--- src/include/pmcs_pkg.sv ---
// constants, encodings and types of the power-mode clock switcher
// assumes one 40 MHz bus clock; oscillators are observed as raw levels
package pmcs_pkg;

    // register byte addresses on the bus
    localparam logic [7:0] PMCS_OSC_CTRL_ADDR = 8'h00;
    localparam logic [7:0] PMCS_SEC_TMR_ADDR = 8'h04;
    localparam logic [7:0] PMCS_CFG_ADDR = 8'h08;
    localparam logic [7:0] PMCS_STAT_ADDR = 8'h0c;

    // oscillator_control_reg fields
    localparam int PMCS_IDLE_BIT = 7;
    localparam int PMCS_PRI_ACT_BIT = 3;
    localparam int PMCS_SCS_LSB = 0;

    // sec_timer_control fields
    localparam int PMCS_SEC_ACT_BIT = 6;
    localparam int PMCS_SEC_EN_BIT = 3;

    // configuration register fields
    localparam int PMCS_CFG_DFLT_BIT = 0;
    localparam int PMCS_CFG_TWO_SPEED_BIT = 1;
    localparam int PMCS_CFG_FAIL_SAFE_BIT = 2;
    localparam int PMCS_CFG_WDT_BIT = 3;
    localparam logic [3:0] PMCS_CFG_RST = 4'h1;

    // status register fields
    localparam int PMCS_STAT_MODE_LSB = 0;
    localparam int PMCS_STAT_SRC_LSB = 4;
    localparam int PMCS_STAT_BUSY_BIT = 6;
    localparam int PMCS_STAT_RDY_LSB = 8;

    // system clock select codes
    localparam logic [1:0] PMCS_SCS_DFLT = 2'h0;
    localparam logic [1:0] PMCS_SCS_SEC = 2'h1;
    localparam logic [1:0] PMCS_SCS_PRI = 2'h2;
    localparam logic [1:0] PMCS_SCS_INT = 2'h3;

    // reset values
    localparam logic [1:0] PMCS_SCS_RST = 2'h0;
    localparam logic PMCS_IDLE_RST = 1'b0;
    localparam logic PMCS_SEC_EN_RST = 1'b0;

    // switch pause: edges of the old and of the new source
    localparam logic [1:0] PMCS_OLD_TICKS = 2'h2;
    localparam logic [1:0] PMCS_NEW_TICKS = 2'h3;

    // clock sources, also the bit index into ready/tick vectors
    typedef enum logic [1:0] {
        PMCS_SRC_PRI = 2'h0,
        PMCS_SRC_SEC = 2'h1,
        PMCS_SRC_INT = 2'h2
    } pmcs_src_t;

    // power modes
    typedef enum logic [3:0] {
        PMCS_M_RUN = 4'h1,
        PMCS_M_IDLE = 4'h2,
        PMCS_M_SLEEP = 4'h4,
        PMCS_M_WAKE = 4'h8
    } pmcs_mode_t;

    // switch sequencer states
    typedef enum logic [3:0] {
        PMCS_SW_STEADY = 4'h1,
        PMCS_SW_WAIT = 4'h2,
        PMCS_SW_OLD = 4'h4,
        PMCS_SW_NEW = 4'h8
    } pmcs_sw_t;

    // select field to source; code 00 follows the default-source bit
    function automatic pmcs_src_t pmcs_decode_src(input logic [1:0] sys_clk_select,
                                                  input logic dflt);
        pmcs_src_t src;
        src = PMCS_SRC_PRI;
        if (sys_clk_select == PMCS_SCS_SEC)
            src = PMCS_SRC_SEC;
        else if (sys_clk_select == PMCS_SCS_INT)
            src = PMCS_SRC_INT;
        else if (sys_clk_select == PMCS_SCS_DFLT && !dflt)
            src = PMCS_SRC_INT;
        return src;
    endfunction

endpackage

--- src/verilog/pmcs_switcher.sv ---
// glitch-free source switch sequencer
// assumes tick inputs are one-cycle pulses per source clock edge
`timescale 1ns/10ps
module pmcs_switcher
    import pmcs_pkg::*;
(
    input wire logic clk,
    input wire logic rst_n,
    input wire pmcs_src_t target,
    input wire logic allow,
    input wire logic load_en,
    input wire pmcs_src_t load_src,
    input wire logic [2:0] src_ready,
    input wire logic [2:0] src_tick,
    output pmcs_src_t active_src,
    output logic clk_pause,
    output logic busy
);

    pmcs_sw_t state_q; // sequencer state
    pmcs_src_t act_q; // source driving the system
    pmcs_src_t new_q; // source being switched to
    logic [1:0] cnt_q; // edge counter

    // edge of the old or of the new source, per state
    wire logic old_tick = src_tick[act_q];
    wire logic new_tick = src_tick[new_q];
    wire logic new_ready = src_ready[new_q];

    // sequencer; select only moves while the clocks are paused
    always_ff @(posedge clk or negedge rst_n)
    begin
        if (!rst_n)
        begin
            state_q <= PMCS_SW_STEADY;
            act_q <= PMCS_SRC_PRI;
            new_q <= PMCS_SRC_PRI;
            cnt_q <= 2'h0;
        end
        else if (load_en)
        begin
            // direct load, only while clocks are withheld
            act_q <= load_src;
            state_q <= PMCS_SW_STEADY;
        end
        else
        begin
            unique case (state_q)
                PMCS_SW_STEADY:
                begin
                    // new request: remember it, wait for it to run
                    if (allow && target != act_q)
                    begin
                        new_q <= target;
                        cnt_q <= 2'h0;
                        state_q <= PMCS_SW_WAIT;
                    end
                end
                PMCS_SW_WAIT:
                begin
                    // old source keeps clocking while a new primary or internal one starts
                    if (!allow || target != new_q)
                        state_q <= PMCS_SW_STEADY;
                    else if (new_ready)
                        state_q <= PMCS_SW_OLD;
                end
                PMCS_SW_OLD:
                begin
                    // two old edges, then the clocks pause
                    if (old_tick)
                    begin
                        cnt_q <= cnt_q + 2'h1;
                        if (cnt_q == PMCS_OLD_TICKS - 2'h1)
                        begin
                            cnt_q <= 2'h0;
                            state_q <= PMCS_SW_NEW;
                        end
                    end
                end
                PMCS_SW_NEW:
                begin
                    // three new edges in the pause, then hand over
                    if (new_tick)
                    begin
                        cnt_q <= cnt_q + 2'h1;
                        if (cnt_q == PMCS_NEW_TICKS - 2'h1)
                        begin
                            act_q <= new_q;
                            state_q <= PMCS_SW_STEADY;
                        end
                    end
                end
            endcase
        end
    end

    // pause in the last phase; a secondary source that has not started
    // holds the clocks off already while waiting
    assign clk_pause = (state_q == PMCS_SW_NEW) ||
        (state_q == PMCS_SW_WAIT && new_q == PMCS_SRC_SEC);
    assign busy = (state_q != PMCS_SW_STEADY);
    assign active_src = act_q;

endmodule // pmcs_switcher

--- src/verilog/pmcs_power_clock.sv ---
// power-mode sequencer, clock gating and status of the clock switcher
// assumes an apb master on pclk, raw oscillator levels and ready pins
// from outside, and sleep/wake pulses from core logic on pclk
//
// Summary of operation
// - select codes 10 pri, 01 sec, 11 internal
// - sleep: idle bit 0 sleeps, 1 idles
// - switch pauses two old, three new edges
// - flags show primary or secondary driving clocks
// - each sleep samples idle bit then
// - run modes clock cpu and peripherals
// - reset starts in primary run, flag set
// - select 01 moves to secondary, primary off
// - secondary disabled blocks secondary run
// - secondary not started holds clocks off
// - secondary to primary waits primary ready
// - select 11 moves to internal, primary off
// - internal to primary waits; bits untouched
// - internal keeps running for watchdog, monitor
// - sleep stops source, clears status flags
// - sleep keeps watchdog, secondary oscillators
// - wake waits for source or internal
// - reset clears select field
// - select 00 follows default-source bit
// - switching is glitch-free with short pause
`timescale 1ns/10ps
module pmcs_power_clock
    import pmcs_pkg::*;
(
    input wire logic pclk,
    input wire logic presetn,
    input wire logic psel,
    input wire logic penable,
    input wire logic pwrite,
    input wire logic [7:0] paddr,
    input wire logic [31:0] pwdata,
    output logic [31:0] prdata,
    output logic pready,
    output logic pslverr,
    input wire logic sleep_exec,
    input wire logic wake_irq,
    input wire logic wake_reset,
    input wire logic wake_wdt,
    input wire logic [2:0] osc_clk_in,
    input wire logic [2:0] osc_ready_in,
    output logic cpu_clk_en,
    output logic periph_clk_en,
    output logic [1:0] clk_src_sel,
    output logic pri_osc_run,
    output logic sec_osc_run,
    output logic int_osc_run,
    output logic [3:0] power_mode
);

    // software-visible control bits
    logic idle_on_sleep_q; // idle instead of sleep
    logic [1:0] sys_clk_select_q; // source select field
    logic sec_osc_enable_q; // secondary oscillator enable
    logic [3:0] cfg_q; // default source, two-speed, monitor, watchdog

    // status flags
    logic primary_clk_active_q; // primary drives system
    logic sec_clk_active_q; // secondary drives system

    // mode sequencer
    pmcs_mode_t mode_q; // current power mode
    pmcs_mode_t mode_d; // next power mode

    // pin synchronisers: oscillator levels in [2:0], ready in [5:3]
    logic [5:0] syn1_q; // first stage, read only by second
    logic [5:0] syn2_q; // second stage
    logic [5:0] syn3_q; // third stage
    logic [5:0] flt_q; // accepted level

    // registered outputs
    logic [31:0] prdata_q; // read data, loaded in setup phase
    logic cpu_clk_en_q; // cpu clock gate
    logic periph_clk_en_q; // peripheral clock gate
    logic pri_osc_run_q; // primary oscillator enable
    logic sec_osc_run_q; // secondary oscillator enable
    logic int_osc_run_q; // internal oscillator enable

    // switcher outputs
    pmcs_src_t act_src; // source now driving
    logic sw_pause; // clocks paused for a switch
    logic sw_busy; // a switch is under way

    // accept a new level only once stages two and three agree
    wire logic [5:0] flt_d = (syn2_q & syn3_q) |
        (flt_q & (syn2_q | syn3_q));
    // rising edge of each oscillator as a one-cycle tick
    wire logic [2:0] src_tick = ~flt_q[2:0] & syn2_q[2:0] & syn3_q[2:0];
    wire logic [2:0] src_ready = flt_q[5:3];

    // configuration bits
    wire logic dflt_src = cfg_q[PMCS_CFG_DFLT_BIT];
    wire logic two_speed = cfg_q[PMCS_CFG_TWO_SPEED_BIT];
    wire logic fail_safe = cfg_q[PMCS_CFG_FAIL_SAFE_BIT];
    wire logic wdt_en = cfg_q[PMCS_CFG_WDT_BIT];

    // requested source from the select field
    wire pmcs_src_t target = pmcs_decode_src(sys_clk_select_q,
        dflt_src);
    // a disabled secondary oscillator may not be selected
    wire logic target_ok = !(target == PMCS_SRC_SEC &&
        !sec_osc_enable_q);
    // source to aim for; a refused request keeps the current one
    wire pmcs_src_t tgt_eff = target_ok ? target : act_src;

    // mode decoding
    wire logic in_run = (mode_q == PMCS_M_RUN);
    wire logic in_idle = (mode_q == PMCS_M_IDLE);
    wire logic in_wake = (mode_q == PMCS_M_WAKE);
    wire logic awake = in_run || in_idle;
    // merged wake request
    wire logic wake_req = wake_irq || wake_reset || wake_wdt;

    // wake from sleep: the selected source is ready, or the internal
    // oscillator may stand in for it
    wire logic wake_rdy = src_ready[tgt_eff];
    wire logic wake_alt = two_speed || fail_safe;
    wire logic wake_load = in_wake && (wake_rdy || wake_alt);
    wire pmcs_src_t wake_src = wake_rdy ? tgt_eff : PMCS_SRC_INT;

    // apb decode
    wire logic apb_setup = psel && !penable;
    wire logic apb_acc = psel && penable;
    wire logic hit_ctrl = (paddr == PMCS_OSC_CTRL_ADDR);
    wire logic hit_sec = (paddr == PMCS_SEC_TMR_ADDR);
    wire logic hit_cfg = (paddr == PMCS_CFG_ADDR);
    wire logic hit_stat = (paddr == PMCS_STAT_ADDR);
    wire logic hit_any = hit_ctrl || hit_sec || hit_cfg || hit_stat;
    wire logic wr_en = apb_acc && pwrite;

    // read words; unused bits read as zero
    wire logic [31:0] rd_ctrl =
        (32'(idle_on_sleep_q) << PMCS_IDLE_BIT) |
        (32'(primary_clk_active_q) << PMCS_PRI_ACT_BIT) |
        (32'(sys_clk_select_q) << PMCS_SCS_LSB);
    wire logic [31:0] rd_sec =
        (32'(sec_clk_active_q) << PMCS_SEC_ACT_BIT) |
        (32'(sec_osc_enable_q) << PMCS_SEC_EN_BIT);
    wire logic [31:0] rd_stat =
        (32'(mode_q) << PMCS_STAT_MODE_LSB) |
        (32'(act_src) << PMCS_STAT_SRC_LSB) |
        (32'(sw_busy) << PMCS_STAT_BUSY_BIT) |
        (32'(src_ready) << PMCS_STAT_RDY_LSB);
    wire logic [31:0] rd_word = hit_ctrl ? rd_ctrl :
        hit_sec ? rd_sec :
        hit_cfg ? 32'(cfg_q) :
        hit_stat ? rd_stat : 32'h0;

    // pin synchronisers and level filter
    always_ff @(posedge pclk or negedge presetn)
    begin
        if (!presetn)
        begin
            syn1_q <= 6'h00;
            syn2_q <= 6'h00;
            syn3_q <= 6'h00;
            flt_q <= 6'h00;
        end
        else
        begin
            syn1_q <= {osc_ready_in, osc_clk_in};
            syn2_q <= syn1_q;
            syn3_q <= syn2_q;
            flt_q <= flt_d;
        end
    end

    // software registers; hardware never rewrites select or idle bits
    always_ff @(posedge pclk or negedge presetn)
    begin
        if (!presetn)
        begin
            idle_on_sleep_q <= PMCS_IDLE_RST;
            sys_clk_select_q <= PMCS_SCS_RST;
            sec_osc_enable_q <= PMCS_SEC_EN_RST;
            cfg_q <= PMCS_CFG_RST;
        end
        else if (wr_en)
        begin
            // writes to the select field act at once
            if (hit_ctrl)
            begin
                idle_on_sleep_q <= pwdata[PMCS_IDLE_BIT];
                sys_clk_select_q <= pwdata[PMCS_SCS_LSB +: 2];
            end
            if (hit_sec)
                sec_osc_enable_q <= pwdata[PMCS_SEC_EN_BIT];
            if (hit_cfg)
                cfg_q <= pwdata[3:0];
        end
    end

    // read data is captured in the setup phase, ready in access
    always_ff @(posedge pclk or negedge presetn)
    begin
        if (!presetn)
            prdata_q <= 32'h0;
        else if (apb_setup && !pwrite)
            prdata_q <= rd_word;
    end

    // mode sequencer next state
    always_comb
    begin
        mode_d = mode_q;
        unique case (mode_q)
            PMCS_M_RUN:
            begin
                // idle bit sampled as the instruction executes;
                // a sleep pulse that comes while a switch is in progress is ignored
                if (sleep_exec && !sw_busy)
                    mode_d = idle_on_sleep_q ? PMCS_M_IDLE
                                             : PMCS_M_SLEEP;
            end
            PMCS_M_IDLE:
            begin
                // back to the run mode of the current select
                if (wake_req)
                    mode_d = PMCS_M_RUN;
            end
            PMCS_M_SLEEP:
            begin
                // no clock switch on entry, only a wake ends it
                if (wake_req)
                    mode_d = PMCS_M_WAKE;
            end
            PMCS_M_WAKE:
            begin
                // clocks withheld until a source can be used
                if (wake_load)
                    mode_d = PMCS_M_RUN;
            end
        endcase
    end

    // mode register; reset lands in primary run
    always_ff @(posedge pclk or negedge presetn)
    begin
        if (!presetn)
            mode_q <= PMCS_M_RUN;
        else
            mode_q <= mode_d;
    end

    // status flags follow the source that really drives the system;
    // both clear while asleep or waking
    always_ff @(posedge pclk or negedge presetn)
    begin
        if (!presetn)
        begin
            primary_clk_active_q <= 1'b1;
            sec_clk_active_q <= 1'b0;
        end
        else
        begin
            primary_clk_active_q <= awake &&
                act_src == PMCS_SRC_PRI;
            sec_clk_active_q <= awake &&
                act_src == PMCS_SRC_SEC;
        end
    end

    // clock gates and oscillator enables
    always_ff @(posedge pclk or negedge presetn)
    begin
        if (!presetn)
        begin
            cpu_clk_en_q <= 1'b1;
            periph_clk_en_q <= 1'b1;
            pri_osc_run_q <= 1'b1;
            sec_osc_run_q <= 1'b0;
            int_osc_run_q <= 1'b0;
        end
        else
        begin
            // run clocks both, idle only peripherals, pause gates all
            cpu_clk_en_q <= in_run && !sw_pause;
            periph_clk_en_q <= awake && !sw_pause;
            // primary runs while it drives or is being started for a
            // switch; it stops when switched away and in sleep
            pri_osc_run_q <= (awake && (act_src == PMCS_SRC_PRI ||
                tgt_eff == PMCS_SRC_PRI)) ||
                (in_wake && tgt_eff == PMCS_SRC_PRI);
            // secondary follows its enable in every mode
            sec_osc_run_q <= sec_osc_enable_q;
            // internal kept for watchdog or monitor, else on demand
            int_osc_run_q <= wdt_en || fail_safe ||
                (awake && (act_src == PMCS_SRC_INT ||
                tgt_eff == PMCS_SRC_INT)) ||
                (in_wake && (tgt_eff == PMCS_SRC_INT ||
                wake_alt));
        end
    end

    // switch sequencer; a refused secondary request never starts.
    // on wake the source is loaded directly, clocks being off then
    pmcs_switcher u_switcher (
        .clk (pclk),
        .rst_n (presetn),
        .target (target),
        .allow (awake && target_ok),
        .load_en (wake_load),
        .load_src (wake_src),
        .src_ready (src_ready),
        .src_tick (src_tick),
        .active_src (act_src),
        .clk_pause (sw_pause),
        .busy (sw_busy)
    );

    // output assignments
    assign prdata = prdata_q;
    assign pready = 1'b1;
    assign pslverr = apb_acc && !hit_any;
    assign cpu_clk_en = cpu_clk_en_q;
    assign periph_clk_en = periph_clk_en_q;
    assign clk_src_sel = act_src;
    assign pri_osc_run = pri_osc_run_q;
    assign sec_osc_run = sec_osc_run_q;
    assign int_osc_run = int_osc_run_q;
    assign power_mode = mode_q;

endmodule // pmcs_power_clock

--- config.mk ---
export PLATFORM = sky130hd
export DESIGN_NAME = pmcs_power_clock
export DESIGN_NICKNAME = d
export VERILOG_FILES = /design/src/include/pmcs_pkg.sv /design/src/verilog/pmcs_switcher.sv /design/src/verilog/pmcs_power_clock.sv
export SDC_FILE = /design/constraint.sdc
export NUM_CORES = 1
export LEC_CHECK = 0
export ABC_AREA = 1
export BUFFER_PORTS_ARGS = -buffer_cell sky130_fd_sc_hd__buf_2
export CORE_ASPECT_RATIO = 1.1
export CORE_MARGIN = 4
export CORE_UTILIZATION = 51
export CTS_CLUSTER_DIAMETER = 80
export DETAILED_ROUTE_END_ITERATION = 7
export PLACE_DENSITY = 0.79
export SETUP_SLACK_MARGIN = 0.2
export SLEW_MARGIN = 15
export SYNTH_ARGS = -nofsm -noshare
export SYNTH_HDL_FRONTEND = slang
export SYNTH_SLANG_ARGS = --single-unit
--- constraint.sdc ---
create_clock -name pclk -period 1.7 [get_ports pclk]
set_input_delay 0.34 -clock pclk [delete_from_list [all_inputs] [get_ports pclk]]
set_output_delay 0.34 -clock pclk [all_outputs]
set_load 0.02 [all_outputs]
==> results of run 1 <==
## state kept, by name (all words and copies together) (netlist names), 2 cells and up
| name | cells |
|---|---|
| prdata | 11 |
| u_switcher.new_q | 2 |
| syn3_q | 6 |
| u_switcher.active_src | 2 |
| power_mode | 4 |
| u_switcher.state_q | 4 |
| cfg_q | 4 |
| flt_q | 6 |
| sys_clk_select_q | 2 |
| u_switcher.cnt_q | 2 |
| syn2_q | 6 |
| syn1_q | 6 |
## stage by stage
step / total power (W) / setup TNS (ns)
after CTS: 0.004617 / 0
after detailed placement: 0.002987 / -0.04765
after floorplan: 0.002601 / 0
final: 0.005090 / -0.1040
after global routing: 0.005306 / -0.5326
after global placement: 0.002943 / 0
## worst paths after layout
check,slack (ns),startpoint,to,depth (start not counted)
setup / recovery,-0.04,power_mode[0]$_DFFE_PN1P_,u_switcher.state_q[0]$_DFFE_PN1P_,12
hold / removal,-0.02,presetn,power_mode[1]$_DFFE_PN0P_,2
setup reg to reg,-0.04,power_mode[0]$_DFFE_PN1P_,u_switcher.state_q[0]$_DFFE_PN1P_,12
hold reg to reg,0.35,syn1_q[1]$_DFF_PN0_,syn2_q[1]$_DFF_PN0_,0
max in group asynchronous,1.41,presetn,power_mode[0]$_DFFE_PN1P_,2
min in group pclk,0.09,osc_clk_in[1],syn1_q[1]$_DFF_PN0_,1
## cell families (layout without fill, tap and decap cells)
logic type | count (synthesis) | in the layout | synth area share
flip-flops | 64 | 64 | 0.4967
AO/OA/AOI/OAI | 53 | 53 | 0.1007
buffers and inverters | 70 | 154 | 0.1073
AND/OR/NAND/NOR | 185 | 185 | 0.2663
other | 2 | 22 | 0.002317
adder cells (fa/ha/maj) | 7 | 7 | 0.02393
XOR/XNOR | 1 | 1 | 0.002702
## metal layers
layer | global-route usage | up-vias | share of wire
met5 | 0 | - | 0
met4 | 0.09786 | 0 | 0.024
met3 | 0.04403 | 30 | 0.075
met2 | 0.3269 | 158 | 0.51
met1 | 0.2720 | 1391 | 0.39
li1 | - | 1380 | -
## layout by cell type, fill, tap and decap left out, types with 3 or more instances in the layout
cell,synthesis,final
nand2_4,2,9
clkbuf_8,0,10
nor2_2,3,6
ha_1,3,3
dfrtp_1,57,51
buf_6,0,8
nor2_1,36,29
o21ai_2,1,4
buf_2,2,49
buf_4,22,35
clkinv_2,0,3
a21oi_1,7,6
inv_4,0,3
o21ai_1,5,10
o21ai_0,27,18
conb_1,2,22
nand2_2,6,11
inv_1,43,38
dfstp_2,7,7
inv_2,2,4
maj3_1,4,4
nand2_1,90,77
a21oi_4,2,3
nor3_1,5,4
nand4_1,3,3
dfrtp_2,0,6
nor2_4,1,5
nand3_1,33,25
nand3_2,1,8
## repair_timing
action	CTS	global route
setup endpoints to repair	14	18
buffers inserted	9	18
resized for setup	16	66
pin swaps	11	26
## power groups by stage
stage	Clock [W]	Sequential [W]	Combinational [W]
2_1_floorplan	0	0.00186	0.000736
3_3_place_gp	0	0.00182	0.00112
3_5_place_dp	0	0.00183	0.00116
4_1_cts	0.00148	0.00181	0.00133
5_1_grt	0.00157	0.00184	0.00190
6_report	0.00148	0.00183	0.00179
## area by class of cell
| cell class | instances | area (um2) | area share |
|---|---|---|---|
| Inverter | 45 | 176.4 | 0.04079 |
| Tap cell | 80 | 100.1 | 0.02314 |
| Clock inverter | 6 | 82.58 | 0.01909 |
| Sequential cell | 64 | 1618 | 0.3740 |
| Timing Repair Buffer | 93 | 618.1 | 0.1429 |
| Clock buffer | 10 | 137.6 | 0.03182 |
| Multi-Input combinational cell | 268 | 1593 | 0.3682 |
==> qor.yml, run 1 <==
status: "finished with violations"
violations: "negative hold slack, negative setup slack"
combPwrFrac: 0.351
setup_ws_ns: -0.03982
max_stage_delay_ns: 0.56
internal_power_w: 0.003327
pin_count: 100
h-tree-depth: 3
synth_cell_types: 39
die_w_um: 84.02
cp_data_arrival_time_ns: 2.04
holdBufCountCts: 0
cts.sinks: 64
area_growth_syn_to_layout_pct: 33.42
finalCritPeriodShare: 1.023
start_util: 0.5266
p_per_area_nw_per_um2: 1177
dp.cells: 523
routed_wl_um: 8716
end_kind: "register"
rows: 30
grt_pass1_vias: 2656
slowest_stage: "dfstp_2"
numPortBuffers: 50
hpwl_um: 5488
tritoncts: "done"
fill_cells: 422
clkLatencyLatePin_ns: 0.36
cp_top_family: "simple AND/OR/NAND/NOR gates"
ys.flop_type: "dfrtp_1"
yosysMostFrequentCell: "nand2_1"
gp_congestion: 0.9254
ys_warn_count: 0
worst_ep_required_time_ns: 2.00
layoutNonFillerInstCount: 566
wl_per_cell_um: 15.40
drt-initial-drc-count: 288
whs_ns: -0.01822
min_path_type: "input pin to asynchronous set/reset pin"
clock_skew_ns: 0.01510
synthesis.area_um2: 3242
fmax_mhz: 574.8
ys_ff_latch: 64
yosys.area.top_type: "dfrtp_1"
max_slew_margin: 0.6523
drv_cap: 0
vias: 2959
start_kind: "register"
p_leak_nw: 2.153
worst_pin_slew_ns: 0.5196
path_max_fanout: 4
antenna_found_initial: 0
ys_seq_area_frac: 0.4967
final_nets: 539
max-clock-path-buffers: 2
grt_max_degree: 65
grt_pass1_wl_um: 12500
final_core_util: 0.7026
yosysTopAreaCellShare: 0.4400
setup.worst_path.class: "register to register"
pwr-share-seq: 0.359
netlist_instances: 382
rsz0062_at_grt: "yes"
setup_viol: 4
cts_root_buf: "clkbuf_8"
hold_viol: 26
power_frac_clock: 0.290
finalCriticalPeriod_ns: 1.740
clk_pin_slew_worst_paths_ns: 0.08
peakVddDrop_mv: 0.6966
synth-edff-count: 0
first_pass_iters: 5
remaining_drc_errors: 0
vias_per_cell: 5.228
diodes: 0
layout-drive-gt1-share: 0.3889
drtAntennaViolNets: 0
cts_buffers: 9
grt_overflow: 0
synth_common_cells: "nand2_1 (90), dfrtp_1 (57), inv_1 (43)"
postPlaceCellArea_um2: 3632
die_area_um2: 7697
die_y_um: 91.62
place_ws_ns: -0.01909
critPathBufInv: 2
drv_slew: 0
syn_area_per_cell_um2: 8.487
grt_usage: 0.2068
sw_frac_of_total: 0.3464
fin_area_um2: 4325
synthTopCellsByArea: "dfrtp_1 (44%), nand2_1 (10%), dfstp_2 (5.7%)"
p_sw_w: 0.001763
synth-async-reset-ratio: 1.000
core_area_um2: 6156
crit_chain: "inv_4 > nor2_4 > nand2_4 > nand2_4 > nand2_4 > nor2_4 > nand4_1 > buf_4 > nand3_4 > nand2_1 > nand2_1 > nand2_1"
No activity file was read; power rests on OpenSTA's default activity.
==> run 2, diff against run 1 <==
--- a/config.mk
+++ b/config.mk
@@ -14,3 +14,3 @@
 export DETAILED_ROUTE_END_ITERATION = 7
-export PLACE_DENSITY = 0.79
+export PLACE_DENSITY = 0.78
 export SETUP_SLACK_MARGIN = 0.2
==> constraint.sdc (replaced) <==
create_clock -name pclk -period 1.7 [get_ports pclk]
set_input_delay 0.085 -clock pclk [delete_from_list [all_inputs] [get_ports pclk]]
set_output_delay 0.085 -clock pclk [all_outputs]
set_load 0.02 [all_outputs]
==> run 2 against run 1 <==
Net effect: the run now ends clean; design area decreased by 2.7%; global-route usage fell by 0.41 points; combinational power down 21%; die area unchanged; critical path depth fell by 1; cell count decreased by 0.35%; setup slack improved by 0.049 ns; sequential power hardly changed; hold slack improved by 0.032 ns; first-iteration DRC count down 10%; via count decreased by 0.81%; flip-flop and latch count stayed put.
==> qor.yml, run 2 (same netlist as run 1, synthesis figures left out) <==
cp-startpoint: "sys_clk_select_q[1]$_DFFE_PN0P_"
hold_viol: 0
clk_pin_slew_worst_paths_ns: 0.07
layoutNonFillerInstCount: 564
core_area_um2: 6156
vias: 2935
cts_root_buf: "clkbuf_8"
drt-initial-drc-count: 258
cts_buffers: 9
max_slew_margin: 0.6540
grt_pass1_vias: 2731
met3_usage: 0.04403
vias_per_cell: 5.204
tritoncts: "done"
hold_depth: 3
min_path_type: "input pin to register"
grt_max_degree: 65
whs_ns: 0.01357
rrSetupSlack_ns: 0.009
final_nets: 537
clock_skew_ns: 0.006396
max-clock-path-buffers: 2
die_w_um: 84.02
drv_slew: 0
p_leak_nw: 2.104
die_y_um: 91.62
pin_count: 100
hp-start: "pwdata[1]"
path_max_fanout: 7
fmax_mhz: 591.5
p_per_area_nw_per_um2: 1086
final_cell_mix: "nand2_1 (81), dfrtp_1 (51), buf_2 (50)"
antenna_found_initial: 0
r2r-end: "u_switcher.state_q[1]$_DFFE_PN0P_"
wl_per_cell_um: 14.12
worst_ep_required_time_ns: 1.93
setup_ws_ns: 0.009423
fin_area_um2: 4209
end_kind: "register"
remaining_drc_errors: 0
die_area_um2: 7697
clkLatencyLatePin_ns: 0.34
grtUsageMet1: 0.2575
area_growth_syn_to_layout_pct: 29.83
start_util: 0.5266
diodes: 0
setup.worst_path.class: "register to register"
largest_reg_flops: 11
use_met2: 0.3382
hold_path_end: "sys_clk_select_q[1]$_DFFE_PN0P_"
layout-drive-gt1-share: 0.3202
hpwl_um: 5212
worst_pin_slew_ns: 0.5170
setup_viol: 0
rows: 30
final_common_cell: "nand2_1"
cp_data_arrival_time_ns: 1.92
r2r_start: "sys_clk_select_q[1]$_DFFE_PN0P_"
cts.sinks: 64
first_pass_iters: 6
routed_wl_um: 7963
h-tree-depth: 3
peakVddDrop_mv: 0.9770
power_w: 0.004571
numPortBuffers: 50
finalCriticalPeriod_ns: 1.691
drv_cap: 0
grt_overflow: 0
place_ws_ns: 0.005473
finalCritPeriodShare: 0.9945
grt_pass1_wl_um: 12450
start_kind: "register"
rsz0062_at_grt: "yes"
drtAntennaViolNets: 0
fill_cells: 486
gp_congestion: 0.8789
grt_usage: 0.2027
postPlaceCellArea_um2: 3610
dp.cells: 520
rr_worst_depth: 11
grt_busiest_layer: "met2"
status: "finished, final reports clean"
## run 2: cell count changes in the layout (fill, tap and decap cells not counted), moves of 5 or more
cell           change
buf_4              -9
buf_6              -7
dlygate4sd3_1     +11
nand3_1            +5
o21ai_0            +6
## run 2: what timing repair did
item / in CTS / in global routing
gates resized for setup: 11 / 28
hold buffers: 11 / 0
hold endpoints to repair: 67 / 0
cloned: 0 / 1
pin swaps: 9 / 17
setup buffers: 8 / 8
setup endpoints to repair: 14 / 16
## run 2: layer usage
layer | vias up | part of all wire
li1 | 1384 | -
met1 | 1383 | 0.39
met2 | 144 | 0.50
met3 | 24 | 0.080
met4 | 0 | 0.026
met5 | - | 0
## run 2: through the flow
| step | TNS [ns] | utilization |
|---|---|---|
| 2_1_floorplan | 0 | - |
| 3_3_place_gp | 0 | 0.5864 |
| 3_5_place_dp | 0 | 0.5864 |
| 4_1_cts | 0 | 0.6524 |
| 5_1_grt | -0.5964 | 0.6837 |
| 6_report | 0 | 0.6837 |
## run 2: final cells by class
type	instances	area [um2]	area share
sequential	64	1618	0.3844
multi-input combinational	269	1506	0.3579
timing repair buffer	90	606.8	0.1442
inverter	45	173.9	0.04132
clock buffer	9	123.9	0.02943
tap	80	100.1	0.02378
clock inverter	7	80.08	0.01902
## run 2: how the worst max path moves through the flow
stage	end	slack [ns]	cells after the start
6_report	u_switcher.state_q[1]$_DFFE_PN0P_	0.009	11
5_1_grt	u_switcher.cnt_q[0]$_DFFE_PN0P_	-0.09	10
4_1_cts	u_switcher.state_q[1]$_DFFE_PN0P_	0.09	11
3_5_place_dp	u_switcher.state_q[3]$_DFFE_PN0P_	0.005	11
3_3_place_gp	u_switcher.state_q[1]$_DFFE_PN0P_	0.04	11
2_1_floorplan	u_switcher.state_q[1]$_DFFE_PN0P_	0.07	11
## run 2: report_power, final
group / switching, W / leakage, nW / internal (W) / total, W
logic: 0.000840 / 1.23 / 0.000566 / 0.00141
registers: 0.000141 / 0.778 / 0.00169 / 0.00183
clock network: 0.000641 / 0.0964 / 0.000691 / 0.00133
total: 0.00162 / 2.10 / 0.00295 / 0.00457
## run 2: critical path: stages, from the launching register on
cell	delay, ns
dfrtp_2	0.49
nor2_4	0.20
o21ai_2	0.11
nand2_1	0.11
nand2_1	0.09
nand2_2	0.10
nand2_4	0.07
nand2_8	0.09
buf_12	0.12
nand2_8	0.05
nand3_1	0.09
nand2_1	0.06
